<file path="config.mk">
export PLATFORM = sky130hd
export DESIGN_NAME = hrxb_receiver
export DESIGN_NICKNAME = d
export VERILOG_FILES = /design/src/core/hrxb_pkg.sv /design/src/core/hrxb_receiver.sv
export SDC_FILE = /design/constraint.sdc
export NUM_CORES = 1
export LEC_CHECK = 0
export BUFFER_PORTS_ARGS = -buffer_cell sky130_fd_sc_hd__buf_2
export CORE_UTILIZATION = 50
export DETAILED_ROUTE_END_ITERATION = 6
export GPL_ROUTABILITY_DRIVEN = 0
export PLACE_DENSITY = 0.7
export SETUP_SLACK_MARGIN = 0.3
export SLEW_MARGIN = 40
export SYNTH_ARGS = -nofsm -noshare
export SYNTH_HDL_FRONTEND = slang
export SYNTH_SLANG_ARGS = --single-unit
</file>
<file path="constraint.sdc">
create_clock -name sys_clk -period 3.6 [get_ports sys_clk]
set_input_delay 0.72 -clock sys_clk [delete_from_list [all_inputs] [get_ports sys_clk]]
set_output_delay 0.72 -clock sys_clk [all_outputs]
set_load 0.01 [all_outputs]
</file>
<file path="src/core/hrxb_pkg.sv">
package hrxb_pkg;
  localparam logic [11:0] ADDR_CTRL   = 12'h000;
  localparam logic [11:0] ADDR_CMP    = 12'h004;
  localparam logic [11:0] ADDR_STATUS = 12'h008;
  localparam logic [11:0] ADDR_CRCERR = 12'h00c;
  localparam logic [11:0] ADDR_SYNC   = 12'h010;
  localparam int CTRL_EN    = 0;
  localparam int CTRL_ASEL  = 1;
  localparam int CTRL_ACE   = 2;
  localparam int CTRL_ROCE  = 3;
  localparam int CTRL_TRANS = 4;
  localparam int CTRL_BUS16 = 5;
  localparam int CTRL_MODE  = 6;
  localparam logic [7:0] CTRL_RESET = 8'h06;
  localparam logic [1:0] MODE_MODEM = 2'h0;
  localparam logic [3:0] STUFF_ONES = 4'h5;
  localparam logic [3:0] FLAG_ONES  = 4'h6;
  localparam logic [3:0] IDLE_ONES  = 4'hf;
  localparam logic [2:0] MIN_OCTETS = 3'h4;
  localparam logic [7:0] BCAST_ADDR = 8'hff;
  localparam logic [15:0] CRC_INIT  = 16'hffff;
  localparam logic [15:0] CRC_POLY  = 16'h8408;
  localparam logic [15:0] CRC_GOOD  = 16'hf0b8;
  localparam logic [1:0] TAG_DATA    = 2'h0;
  localparam logic [1:0] TAG_EOF_OK  = 2'h1;
  localparam logic [1:0] TAG_EOF_BAD = 2'h2;
  typedef enum logic [1:0] {ST_OOF, ST_FLAG, ST_INFRAME} hrxb_state_e;
endpackage

</file>
<file path="src/core/hrxb_receiver.sv">
// Local design decisions: the register addresses and the APB interface to the registers.
`timescale 1ns/1ps
module hrxb_receiver import hrxb_pkg::*; #(
  parameter int FIFO_DEPTH = 4
) (
  input  wire logic        sys_clk,
  input  wire logic        nrst,
  input  wire logic [11:0] paddr,
  input  wire logic        psel,
  input  wire logic        penable,
  input  wire logic        pwrite,
  input  wire logic [31:0] pwdata,
  output logic      [31:0] prdata,
  output logic             pready,
  output logic             pslverr,
  input  wire logic        rx_link_clk,
  input  wire logic        rx_link_data,
  input  wire logic        carrier_sense_input_n,
  input  wire logic        dma_ack,
  output logic             dma_req,
  output logic      [7:0]  dma_data,
  output logic      [1:0]  dma_tag,
  output logic             dma_ptr_reset,
  output logic             good_frame,
  output logic             crc_error,
  output logic             rx_overrun,
  output logic             rx_idle,
  output logic             carrier_change
);
  localparam int PW = $clog2(FIFO_DEPTH);
  localparam int CW = $clog2(FIFO_DEPTH + 1);

  // ----------------------------------------
  // link synchronisers
  // ----------------------------------------
  logic [2:0] clk_sy;
  logic [1:0] dat_sy;
  logic [2:0] cs_sy;
  logic       bit_stb;
  logic       rbit;
  logic       cs_level_n;
  logic       cs_assert;

  always_ff @(posedge sys_clk) begin
    if (!nrst) begin
      clk_sy <= 3'h0;
      dat_sy <= 2'h0;
      cs_sy  <= 3'h7;
    end else begin
      clk_sy <= {clk_sy[1:0], rx_link_clk};
      dat_sy <= {dat_sy[0], rx_link_data};
      cs_sy  <= {cs_sy[1:0], carrier_sense_input_n};
    end
  end

  assign bit_stb    = clk_sy[1] & ~clk_sy[2];
  assign rbit       = dat_sy[1];
  assign cs_level_n = cs_sy[1];
  assign cs_assert  = cs_sy[2] & ~cs_sy[1];

  // ----------------------------------------
  // register file
  // ----------------------------------------
  logic [7:0]  ctrl;
  logic [7:0]  cmp0;
  logic [7:0]  cmp1;
  logic [7:0]  wild;
  logic [2:0]  sync_phase;
  logic [15:0] crc_cnt;
  logic [2:0]  residue;
  logic        last_bad;
  logic        crc_inc;
  logic        wr_stb;
  logic        en;
  logic        trans;
  logic [CW-1:0] cnt;

  function automatic logic mapped(input logic [11:0] a);
    mapped = (a == ADDR_CTRL) || (a == ADDR_CMP) || (a == ADDR_STATUS)
          || (a == ADDR_CRCERR) || (a == ADDR_SYNC);
  endfunction

  assign wr_stb = psel & penable & pready & pwrite;
  assign en     = ctrl[CTRL_EN];
  assign trans  = ctrl[CTRL_TRANS];

  always_ff @(posedge sys_clk) begin
    if (!nrst) begin
      pready  <= 1'b0;
      pslverr <= 1'b0;
      prdata  <= 32'h0000_0000;
    end else begin
      pready  <= psel & ~penable;
      pslverr <= psel & ~penable & ~mapped(paddr);
      prdata  <= 32'h0000_0000;
      if (psel && !penable && !pwrite) begin
        if (paddr == ADDR_CTRL) begin
          prdata[7:0] <= ctrl;
        end else if (paddr == ADDR_CMP) begin
          prdata[23:0] <= {wild, cmp1, cmp0};
        end else if (paddr == ADDR_STATUS) begin
          prdata[2:0]     <= residue;
          prdata[3]       <= rx_idle;
          prdata[4]       <= ~cs_level_n;
          prdata[5]       <= last_bad;
          prdata[8 +: CW] <= cnt;
        end else if (paddr == ADDR_CRCERR) begin
          prdata[15:0] <= crc_cnt;
        end else if (paddr == ADDR_SYNC) begin
          prdata[2:0] <= sync_phase;
        end
      end
    end
  end

  always_ff @(posedge sys_clk) begin
    if (!nrst) begin
      ctrl       <= CTRL_RESET;
      cmp0       <= 8'h00;
      cmp1       <= 8'h00;
      wild       <= 8'h00;
      sync_phase <= 3'h0;
    end else if (wr_stb) begin
      if (paddr == ADDR_CTRL) begin
        ctrl <= pwdata[7:0];
      end else if (paddr == ADDR_CMP) begin
        {wild, cmp1, cmp0} <= pwdata[23:0];
      end else if (paddr == ADDR_SYNC) begin
        sync_phase <= pwdata[2:0];
      end
    end
  end

  // write clears, a same-cycle error wins
  always_ff @(posedge sys_clk) begin
    if (!nrst) begin
      crc_cnt <= 16'h0000;
    end else if (wr_stb && paddr == ADDR_CRCERR) begin
      crc_cnt <= crc_inc ? 16'h0001 : 16'h0000;
    end else if (crc_inc && crc_cnt != 16'hffff) begin
      crc_cnt <= crc_cnt + 16'h0001;
    end
  end

  // ----------------------------------------
  // ones counter, idle and carrier events
  // ----------------------------------------
  logic [3:0] ones;

  always_ff @(posedge sys_clk) begin
    if (!nrst || !en) begin
      ones    <= 4'h0;
      rx_idle <= 1'b0;
    end else if (bit_stb) begin
      if (!rbit) begin
        ones <= 4'h0;
      end else if (ones != IDLE_ONES) begin
        ones <= ones + 4'h1;
      end
      rx_idle <= rbit && ones >= IDLE_ONES - 4'h1;
    end
  end

  always_ff @(posedge sys_clk) begin
    if (!nrst) begin
      carrier_change <= 1'b0;
    end else begin
      carrier_change <= cs_sy[1] ^ cs_sy[2];
    end
  end

  // ----------------------------------------
  // bit handler
  // ----------------------------------------
  hrxb_state_e state;
  logic [6:0]  dl;
  logic [2:0]  dn;
  logic [7:0]  asm_b;
  logic [2:0]  acnt;
  logic [15:0] crc;
  logic [2:0]  octets;
  logic [2:0]  lcnt;
  logic        sync_pend;
  logic        push;
  logic [7:0]  push_data;
  logic [1:0]  push_tag;
  logic        flush;
  logic        is_stuff;
  logic        is_flag;
  logic        is_abort;
  logic        emerge;
  logic        ebit;
  logic [7:0]  new_byte;
  logic        chk_now;
  logic        tsync;

  function automatic logic [15:0] crc_step(input logic [15:0] c, input logic b);
    crc_step = (c >> 1) ^ ((c[0] ^ b) ? CRC_POLY : 16'h0000);
  endfunction

  function automatic logic addr_hit(input logic [7:0] b, input logic [7:0] a0,
                                    input logic [7:0] a1, input logic [7:0] m);
    addr_hit = (((b ^ a0) & ~m) == 8'h00) || (b == a1) || (b == BCAST_ADDR);
  endfunction

  assign is_stuff = ones == STUFF_ONES && !rbit;
  assign is_flag  = ones == FLAG_ONES && !rbit;
  assign is_abort = ones == FLAG_ONES && rbit;
  assign ebit     = dl[0];
  assign emerge   = state != ST_OOF && !is_stuff && !is_flag && !is_abort && dn == 3'h7;
  assign new_byte = {ebit, asm_b[7:1]};
  assign chk_now  = ctrl[CTRL_ACE] && octets == (ctrl[CTRL_ASEL] ? 3'h0 : 3'h1);
  assign tsync    = (ctrl[CTRL_MODE +: 2] == MODE_MODEM) ? sync_pend : (lcnt == sync_phase);

  always_ff @(posedge sys_clk) begin
    if (!nrst || !en || !trans) begin
      sync_pend <= 1'b0;
      lcnt      <= 3'h0;
    end else begin
      if (bit_stb) begin
        lcnt      <= lcnt + 3'h1;
        sync_pend <= cs_assert;
      end else if (cs_assert) begin
        sync_pend <= 1'b1;
      end
    end
  end

  always_ff @(posedge sys_clk) begin
    if (!nrst || !en) begin
      state         <= ST_OOF;
      dl            <= 7'h00;
      dn            <= 3'h0;
      asm_b         <= 8'h00;
      acnt          <= 3'h0;
      crc           <= CRC_INIT;
      octets        <= 3'h0;
      push          <= 1'b0;
      push_data     <= 8'h00;
      push_tag      <= TAG_DATA;
      flush         <= !nrst || !en;
      dma_ptr_reset <= 1'b0;
      good_frame    <= 1'b0;
      crc_inc       <= 1'b0;
      residue       <= nrst ? residue : 3'h0;
      last_bad      <= nrst ? last_bad : 1'b0;
    end else begin
      push          <= 1'b0;
      flush         <= 1'b0;
      dma_ptr_reset <= 1'b0;
      good_frame    <= 1'b0;
      crc_inc       <= 1'b0;
      if (bit_stb && trans) begin
        asm_b <= {rbit, asm_b[7:1]};
        if (tsync) begin
          acnt  <= 3'h1;
          state <= ST_INFRAME;
        end else if (state == ST_INFRAME) begin
          acnt <= acnt + 3'h1;
          if (acnt == 3'h7) begin
            push      <= 1'b1;
            push_data <= {rbit, asm_b[7:1]};
            push_tag  <= TAG_DATA;
          end
        end
      end else if (bit_stb) begin
        if (is_flag) begin
          dn     <= 3'h0;
          acnt   <= 3'h0;
          asm_b  <= 8'h00;
          crc    <= CRC_INIT;
          octets <= 3'h0;
          state  <= ST_FLAG;
          if (state == ST_INFRAME) begin
            if (octets < MIN_OCTETS) begin
              flush         <= 1'b1;
              dma_ptr_reset <= 1'b1;
              state         <= ST_OOF;
            end else begin
              residue  <= acnt;
              last_bad <= crc != CRC_GOOD;
              push_data <= asm_b >> (4'h8 - {1'b0, acnt});
              if (crc == CRC_GOOD) begin
                push       <= 1'b1;
                push_tag   <= TAG_EOF_OK;
                good_frame <= 1'b1;
              end else begin
                crc_inc <= 1'b1;
                if (ctrl[CTRL_ROCE]) begin
                  push     <= 1'b1;
                  push_tag <= TAG_EOF_BAD;
                end else begin
                  flush         <= 1'b1;
                  dma_ptr_reset <= 1'b1;
                end
              end
            end
          end
        end else if (is_abort && state != ST_OOF) begin
          state <= ST_OOF;
          if (state == ST_INFRAME) begin
            flush         <= 1'b1;
            dma_ptr_reset <= 1'b1;
          end
        end else if (!is_stuff && state != ST_OOF) begin
          dl <= {rbit, dl[6:1]};
          if (dn != 3'h7) begin
            dn <= dn + 3'h1;
          end
          if (emerge) begin
            state <= ST_INFRAME;
            crc   <= crc_step(crc, ebit);
            asm_b <= new_byte;
            acnt  <= acnt + 3'h1;
            if (acnt == 3'h7) begin
              if (octets != 3'h7) begin
                octets <= octets + 3'h1;
              end
              if (chk_now && !addr_hit(new_byte, cmp0, cmp1, wild)) begin
                flush         <= 1'b1;
                dma_ptr_reset <= 1'b1;
                state         <= ST_OOF;
              end else begin
                push      <= 1'b1;
                push_data <= new_byte;
                push_tag  <= TAG_DATA;
              end
            end
          end
        end
      end
    end
  end

  // ----------------------------------------
  // receive fifo
  // ----------------------------------------
  logic [9:0]    mem [FIFO_DEPTH];
  logic [PW-1:0] wp;
  logic [PW-1:0] rp;
  logic          pop;
  logic          full;
  logic          wr_ok;

  assign pop   = dma_ack && cnt != CW'(0);
  assign full  = cnt == CW'(FIFO_DEPTH);
  assign wr_ok = push && (!full || pop);

  always_ff @(posedge sys_clk) begin
    if (!nrst || flush) begin
      wp         <= '0;
      rp         <= '0;
      cnt        <= '0;
      rx_overrun <= 1'b0;
    end else begin
      rx_overrun <= push && full && !pop;
      if (wr_ok) begin
        wp <= (wp == PW'(FIFO_DEPTH - 1)) ? '0 : wp + PW'(1);
      end
      if (pop) begin
        rp <= (rp == PW'(FIFO_DEPTH - 1)) ? '0 : rp + PW'(1);
      end
      if (wr_ok && !pop) begin
        cnt <= cnt + CW'(1);
      end else if (pop && !wr_ok) begin
        cnt <= cnt - CW'(1);
      end
    end
  end

  always_ff @(posedge sys_clk) begin
    if (wr_ok) begin
      mem[wp] <= {push_tag, push_data};
    end
  end

  // ----------------------------------------
  // dma side outputs
  // ----------------------------------------
  always_ff @(posedge sys_clk) begin
    if (!nrst) begin
      dma_req   <= 1'b0;
      dma_data  <= 8'h00;
      dma_tag   <= TAG_DATA;
      crc_error <= 1'b0;
    end else begin
      dma_req   <= ctrl[CTRL_BUS16] ? (cnt >= CW'(2)) : (cnt != CW'(0));
      dma_data  <= (cnt != CW'(0)) ? mem[rp][7:0] : 8'h00;
      dma_tag   <= (cnt != CW'(0)) ? mem[rp][9:8] : TAG_DATA;
      crc_error <= crc_inc;
    end
  end

endmodule

</file>
==> out/results.txt, run 1 <==
# IOs -> 104
Synth Flop Type -> dfxtp_1
clk slew on worst S/H paths -> 60 ps
Worst-Margin Slew -> 738 ps
pwr/cell area -> 451 mW/mm^2
hold_buf cts -> 0
mux cell area share after synthesis -> 8.57%
Setup Viol. Count Final -> 0
P&R area growth vs syn -> 14.0%
VDD IR max -> 0.400 mV
Hold Slack -> 397 ps
top sig layer -> met4
vias in the first global route -> 6794
failing checks -> design-rule violations
DR DRC count -> 10
crit path DAT -> 2710 ps
Setup TNS Final -> 0 ps
Mean Syn Cell Area -> 9.97 sq um
Die Y -> 139 um
WL met3 -> 1320 um
die area -> 0.0194 sq mm
most frequent cells in the layout -> dfxtp_1, nor2_1, nand2_1, buf_2, a21oi_1
clk_skew -> 26.1 ps
worst-case reg-to-reg path depth -> 5
Final Cycle Share -> 71.5%
DRT antenna net count -> 0
nets -> 1088
port bufs -> 87
CTS Sinks -> 216
outcome -> finished with violations
GRT overflow -> 0
Worst-Skew Late Latency -> 520 ps
Max Cap Viol -> 0
Static Leak -> 4.05 nW
r2r setup slk -> 1030 ps
core area -> 0.0182 sq mm
Synth Register Bits -> 216
antenna violations before repair -> 0
cell area after synthesis -> 0.00940 sq mm
router iterations before antenna repair -> 7
EDFF count, synth -> 44
M1 wire length -> 9930 um
Critical R2R Launch -> ones[1]
Critical Path Sink -> residue[1]
die width -> 139 um
GRT Resource Usage Total -> 22.5%
final hold viol count -> 0
num rows -> 49
total number of vias -> 7204
Synth Area in Simple Gates -> 20.2%
Post-Synthesis Cells -> 943
final WL -> 21600 um
Crit. Startpoint -> ones[1]
DR WL met2 -> 9970 um
CP Depth -> 5
DP HPWL -> 15100 um
crit start category -> flip-flop
# Post-CTS Setup Buffers -> 0
Initial Utilization -> 51.6%
CTS H-Tree Depth -> 1
most common cell after layout, fill and taps aside -> dfxtp_1
RR Endpoint -> residue[1]
Compound-Gate Fraction of Synth Area -> 10.1%
Crit path buffers/inverters -> 0
Crit. End Element -> flip-flop
sequential area share after synthesis -> 50.7%
Avg WL per Cell -> 17.2 um
Crit-path slowest cell -> o21ai_0
maximum clock path buffer count -> 3
Max Slew Vio Count -> 0
HP Class -> in -> reg
RSZ-0062 raised after global routing -> no
largest family of logic cells by synthesized area -> simple AND/OR/NAND/NOR gates
share of layout cells above drive strength 1 -> 17.5%
Synth Warn # -> 0
first-pass GRT wire length -> 35200 um
Root Driver -> clkbuf_16
Max transition margin -> 50.6%
critical path class -> reg -> reg
Fmax -> 0.389 GHz
diode count -> 0
via/cell ratio -> 5.72
largest net degree at the start of global routing -> 36
post-synthesis xor/xnor area fraction -> 4.01%
Crit path largest cell delay -> 520 ps
Yosys cell types -> 74
crit-path leading delay family -> simple AND/OR/NAND/NOR gates
worst-path fanout max -> 7
CTS tree -> yes
asr flop ratio synth -> 0%
adder-cell area share of the yosys netlist -> 2.74%
# resized after CTS -> 0
initial drt markers -> 518
crit path time final -> 2570 ps
number of buffers created by CTS -> 23
Worst Path Required -> 3740 ps
worst-path cell chain -> ha_1 > nand4bb_1 > nor2_1 > nand3_1 > o21ai_0
==> Yosys cell counts, drive strengths merged (3+ instances only) <==
cell type | count | area [sq um]
a211oi | 3 | 22.5
a21oi | 60 | 304
a22oi | 12 | 90.1
a311oi | 3 | 26.3
a31oi | 3 | 18.8
and2 | 20 | 125
and3 | 17 | 106
buf | 34 | 186
clkbuf | 26 | 97.6
dfxtp | 172 | 3440
edfxtp | 44 | 1320
ha | 19 | 238
inv | 16 | 60.1
mux2 | 4 | 45.0
mux2i | 40 | 400
mux4 | 16 | 360
nand2 | 97 | 364
nand2b | 9 | 56.3
nand3 | 24 | 120
nand3b | 6 | 48.8
nand4 | 11 | 68.8
nand4b | 3 | 26.3
nor2 | 112 | 430
nor2b | 6 | 37.5
nor3 | 34 | 175
nor4 | 13 | 111
nor4b | 5 | 56.3
o211ai | 5 | 37.5
o21ai | 34 | 181
o22ai | 5 | 31.3
o31ai | 3 | 22.5
or3 | 5 | 31.3
xnor2 | 34 | 298
xor2 | 9 | 78.8
==> registers in the layout (all words and copies together) (netlist names), 4 cells and up <==
name / cells
dl: 7
crc_cnt: 16
cmp1: 8
ctrl: 8
cmp0: 8
push_data: 8
mem: 40
crc: 16
asm_b: 8
wild: 8
prdata: 24
ones: 4
dma_data: 8
==> cell families after synthesis <==
logic type / count (synthesis)
AO/OA/AOI/OAI: 149
buffers and inverters: 77
XOR/XNOR: 43
AND/OR/NAND/NOR: 377
other: 1
multiplexers: 60
adder cells (fa/ha/maj): 20
flip-flops: 216
==> per-stage QoR <==
| step | worst slack, ps | area (sq um) | instances | power, mW | util, % |
|---|---|---|---|---|---|
| 6_report | 1030 | 10700 | 1260 | 4.84 | 58.9 |
| 5_1_grt | 876 | 10700 | 1260 | 4.98 | 58.9 |
| 4_1_cts | 1010 | 10700 | 1260 | 4.88 | 58.8 |
| 3_5_place_dp | 883 | 9970 | 1219 | 2.61 | 54.8 |
| 3_3_place_gp | 944 | 9960 | 1219 | 2.61 | 54.7 |
| 2_1_floorplan | 1050 | 9430 | 950 | 2.57 | - |
==> where the power goes <==
group          switching (mW)  internal (mW)  total (mW)
registers             0.00348           2.47        2.47
logic                  0.0536         0.0337      0.0873
clock network           0.948           1.33        2.28
==> worst min path at each step <==
stage          cells after the start             startpoint  endpoint  slack [ps]
2_1_floorplan                      1               cs_sy[0]  cs_sy[1]         390
3_3_place_gp                       1               cs_sy[0]  cs_sy[1]         390
3_5_place_dp                       1               cs_sy[0]  cs_sy[1]         400
4_1_cts                            2  carrier_sense_input_n  cs_sy[0]         380
5_1_grt                            2  carrier_sense_input_n  cs_sy[0]         390
6_report                           2  carrier_sense_input_n  cs_sy[0]         400
==> cell type report <==
cell class / count / area, sq um
clock buffers: 35 / 692
clock inverters: 6 / 47.5
fillers: 1557 / 7490
inverters: 17 / 63.8
multi-input cells: 657 / 4330
flip-flops and latches: 216 / 4770
well taps: 229 / 287
repair buffers: 100 / 533
==> per-layer routing <==
layer	up-vias	track usage (%)
li1	3482	-
met2	228	36.4
met4	0	5.85
met3	35	3.18
met5	-	0
met1	3459	31.7
(Power assumes the default switching activity.)
==> inputs of run 2 (changes only) <==
--- a/config.mk
+++ b/config.mk
@@ -9,7 +9,7 @@
 export CORE_UTILIZATION = 50
 export DETAILED_ROUTE_END_ITERATION = 6
 export GPL_ROUTABILITY_DRIVEN = 0
-export PLACE_DENSITY = 0.7
+export PLACE_DENSITY = 0.72
 export SETUP_SLACK_MARGIN = 0.3
 export SLEW_MARGIN = 40
 export SYNTH_ARGS = -nofsm -noshare
==> constraint.sdc (replaced) <==
create_clock -name sys_clk -period 2.2 [get_ports sys_clk]
set_input_delay 0.44 -clock sys_clk [delete_from_list [all_inputs] [get_ports sys_clk]]
set_output_delay 0.44 -clock sys_clk [all_outputs]
set_load 0.01 [all_outputs]
==> run 2 against run 1 <==
  * The run still ends with design-rule violations left
  * Sequential cell count did not move
  * Power increased by 64%
  * Largest cell class is now multi-input gates
  * Critical endpoint is now push_data[0]
  * Critical path type unchanged
  * Highest routed layer unchanged
  * Setup slack got worse by 950 ps
  * Clock skew fell by 5.5 ps
  * Final area up 13%
  * Global-route usage rose by 1.8 points
  * Wire length up 15%
  * Clock power grew 64%
  * Die area stayed put
  * Non-clock buffer count increased by 94
==> out/results.txt, run 2 (same netlist as run 1, synthesis figures left out) <==
Final Cycle Share -> 96.4%
Avg WL per Cell -> 18.4 um
Worst-Margin Slew -> 617 ps
Crit. Startpoint -> acnt[1]
Max transition margin -> 58.9%
RR Endpoint -> push_data[0]
P&R area growth vs syn -> 29.3%
Setup TNS Final -> 0 ps
Critical R2R Launch -> acnt[1]
Initial Utilization -> 51.6%
Static Leak -> 4.67 nW
port bufs -> 87
Fillers -> 1352
largest registers -> mem: 40 flops, prdata: 24 flops
num rows -> 49
Crit. End Element -> flip-flop
die width -> 139 um
largest net degree at the start of global routing -> 36
router iterations before antenna repair -> 7
VDD IR max -> 0.602 mV
Critical Path Sink -> push_data[0]
Die Y -> 139 um
RSZ-0062 raised after global routing -> yes
clk slew on worst S/H paths -> 70 ps
GRT overflow -> 0
CTS H-Tree Depth -> 1
DP HPWL -> 15700 um
pwr/cell area -> 652 mW/mm^2
vias in the first global route -> 7246
hold_buf cts -> 0
core area -> 0.0182 sq mm
crit path time final -> 2120 ps
Fmax -> 0.472 GHz
largest register by flop count -> mem
first-pass GRT wire length -> 37700 um
number of buffers created by CTS -> 22
most frequent cells in the layout -> dfxtp_1, nor2_1, nand2_1, buf_4, buf_2
total number of vias -> 7862
GRT Resource Usage Total -> 24.3%
Worst Path Required -> 2590 ps
die area -> 0.0194 sq mm
HP Start -> carrier_sense_input_n
failing checks -> design-rule violations
initial drt markers -> 588
maximum clock path buffer count -> 3
antenna violations before repair -> 0
Max Cap Viol -> 0
CTS Sinks -> 216
Max Slew Vio Count -> 0
crit path DAT -> 2510 ps
share of layout cells above drive strength 1 -> 33.3%
DRT antenna net count -> 0
DR DRC count -> 8
most common cell after layout, fill and taps aside -> dfxtp_1
CTS tree -> yes
Worst-Skew Late Latency -> 520 ps
HP Class -> in -> reg
final hold viol count -> 0
via/cell ratio -> 5.81
crit start category -> flip-flop
final std cells w/o fill -> 1353
final WL -> 24900 um
critical path class -> reg -> reg
diode count -> 0
nets -> 1183
worst-case reg-to-reg path depth -> 8
Root Driver -> clkbuf_16
outcome -> finished with violations
placed cell count -> 1268
Power Total -> 7.93 mW
# IOs -> 104
worst-path fanout max -> 4
Setup Viol. Count Final -> 0
hold path depth -> 2
clk_skew -> 20.6 ps
number of flip-flops in the largest register -> 40
r2r setup slk -> 80 ps
[run 2: changes by cell type in the layout (fill, tap and decap cells not counted), sizes merged]
cell      delta
clkinv       -2
o221a        +1
or4          +1
clkinvlp     +1
clkbuf       -3
inv          -1
buf         +94
bufinv       +2
[run 2: per-stage QoR]
stage	hold WS, ps	area, sq um	util [%]	worst slack, ps
2_1_floorplan	386	9550	-	179
3_3_place_gp	397	10400	57.3	106
3_5_place_dp	411	10400	57.3	60.6
4_1_cts	103	11700	64.4	216
6_report	113	12200	66.8	79.6
5_1_grt	110	12200	66.8	27.5
[run 2: where the power goes]
group / internal, mW / switching [mW]
Combinational: 0.0624 / 0.0930
Clock: 2.22 / 1.53
Sequential: 4.03 / 0.00548
Total: 6.31 / 1.63
[run 2: layer usage]
layer	wire length (um)	global-route usage [%]	up-vias
met5	0	0	-
met1	10500	34.0	3756
met2	11700	39.1	352
met4	842	7.25	0
li1	-	-	3678
met3	1920	3.38	76
[run 2: final cells by class]
| cell class | count | area, sq um | area share, % |
|---|---|---|---|
| Clock buffer | 32 | 628 | 5.16 |
| Timing Repair Buffer | 194 | 1320 | 10.8 |
| Clock inverter | 6 | 96.3 | 0.792 |
| Sequential cell | 216 | 4800 | 39.5 |
| Multi-Input combinational cell | 659 | 4960 | 40.8 |
| Inverter | 17 | 68.8 | 0.566 |
| Tap cell | 229 | 287 | 2.36 |
[run 2: timing repair]
item | in CTS | in global routing
pin swaps | 35 | 34
resized for setup | 75 | 80
setup endpoints to repair | 43 | 75
setup buffers | 30 | 15
cloned | 2 | 0
[run 2: critical path, stage by stage, from the launching register on]
cell and delay [ps]:
dfxtp_4 390, inv_2 60, ha_4 290, buf_4 140, mux4_2 500, a22oi_1 290
nand2_1 140, o2111ai_2 80, a21oi_1 100
[run 2: how the worst min path moves through the flow]
stage,end,slack (ps)
3_3_place_gp,cs_sy[1],400
3_5_place_dp,cs_sy[1],410
2_1_floorplan,cs_sy[1],390
5_1_grt,cs_sy[0],110
6_report,cs_sy[0],110
4_1_cts,cs_sy[0],100
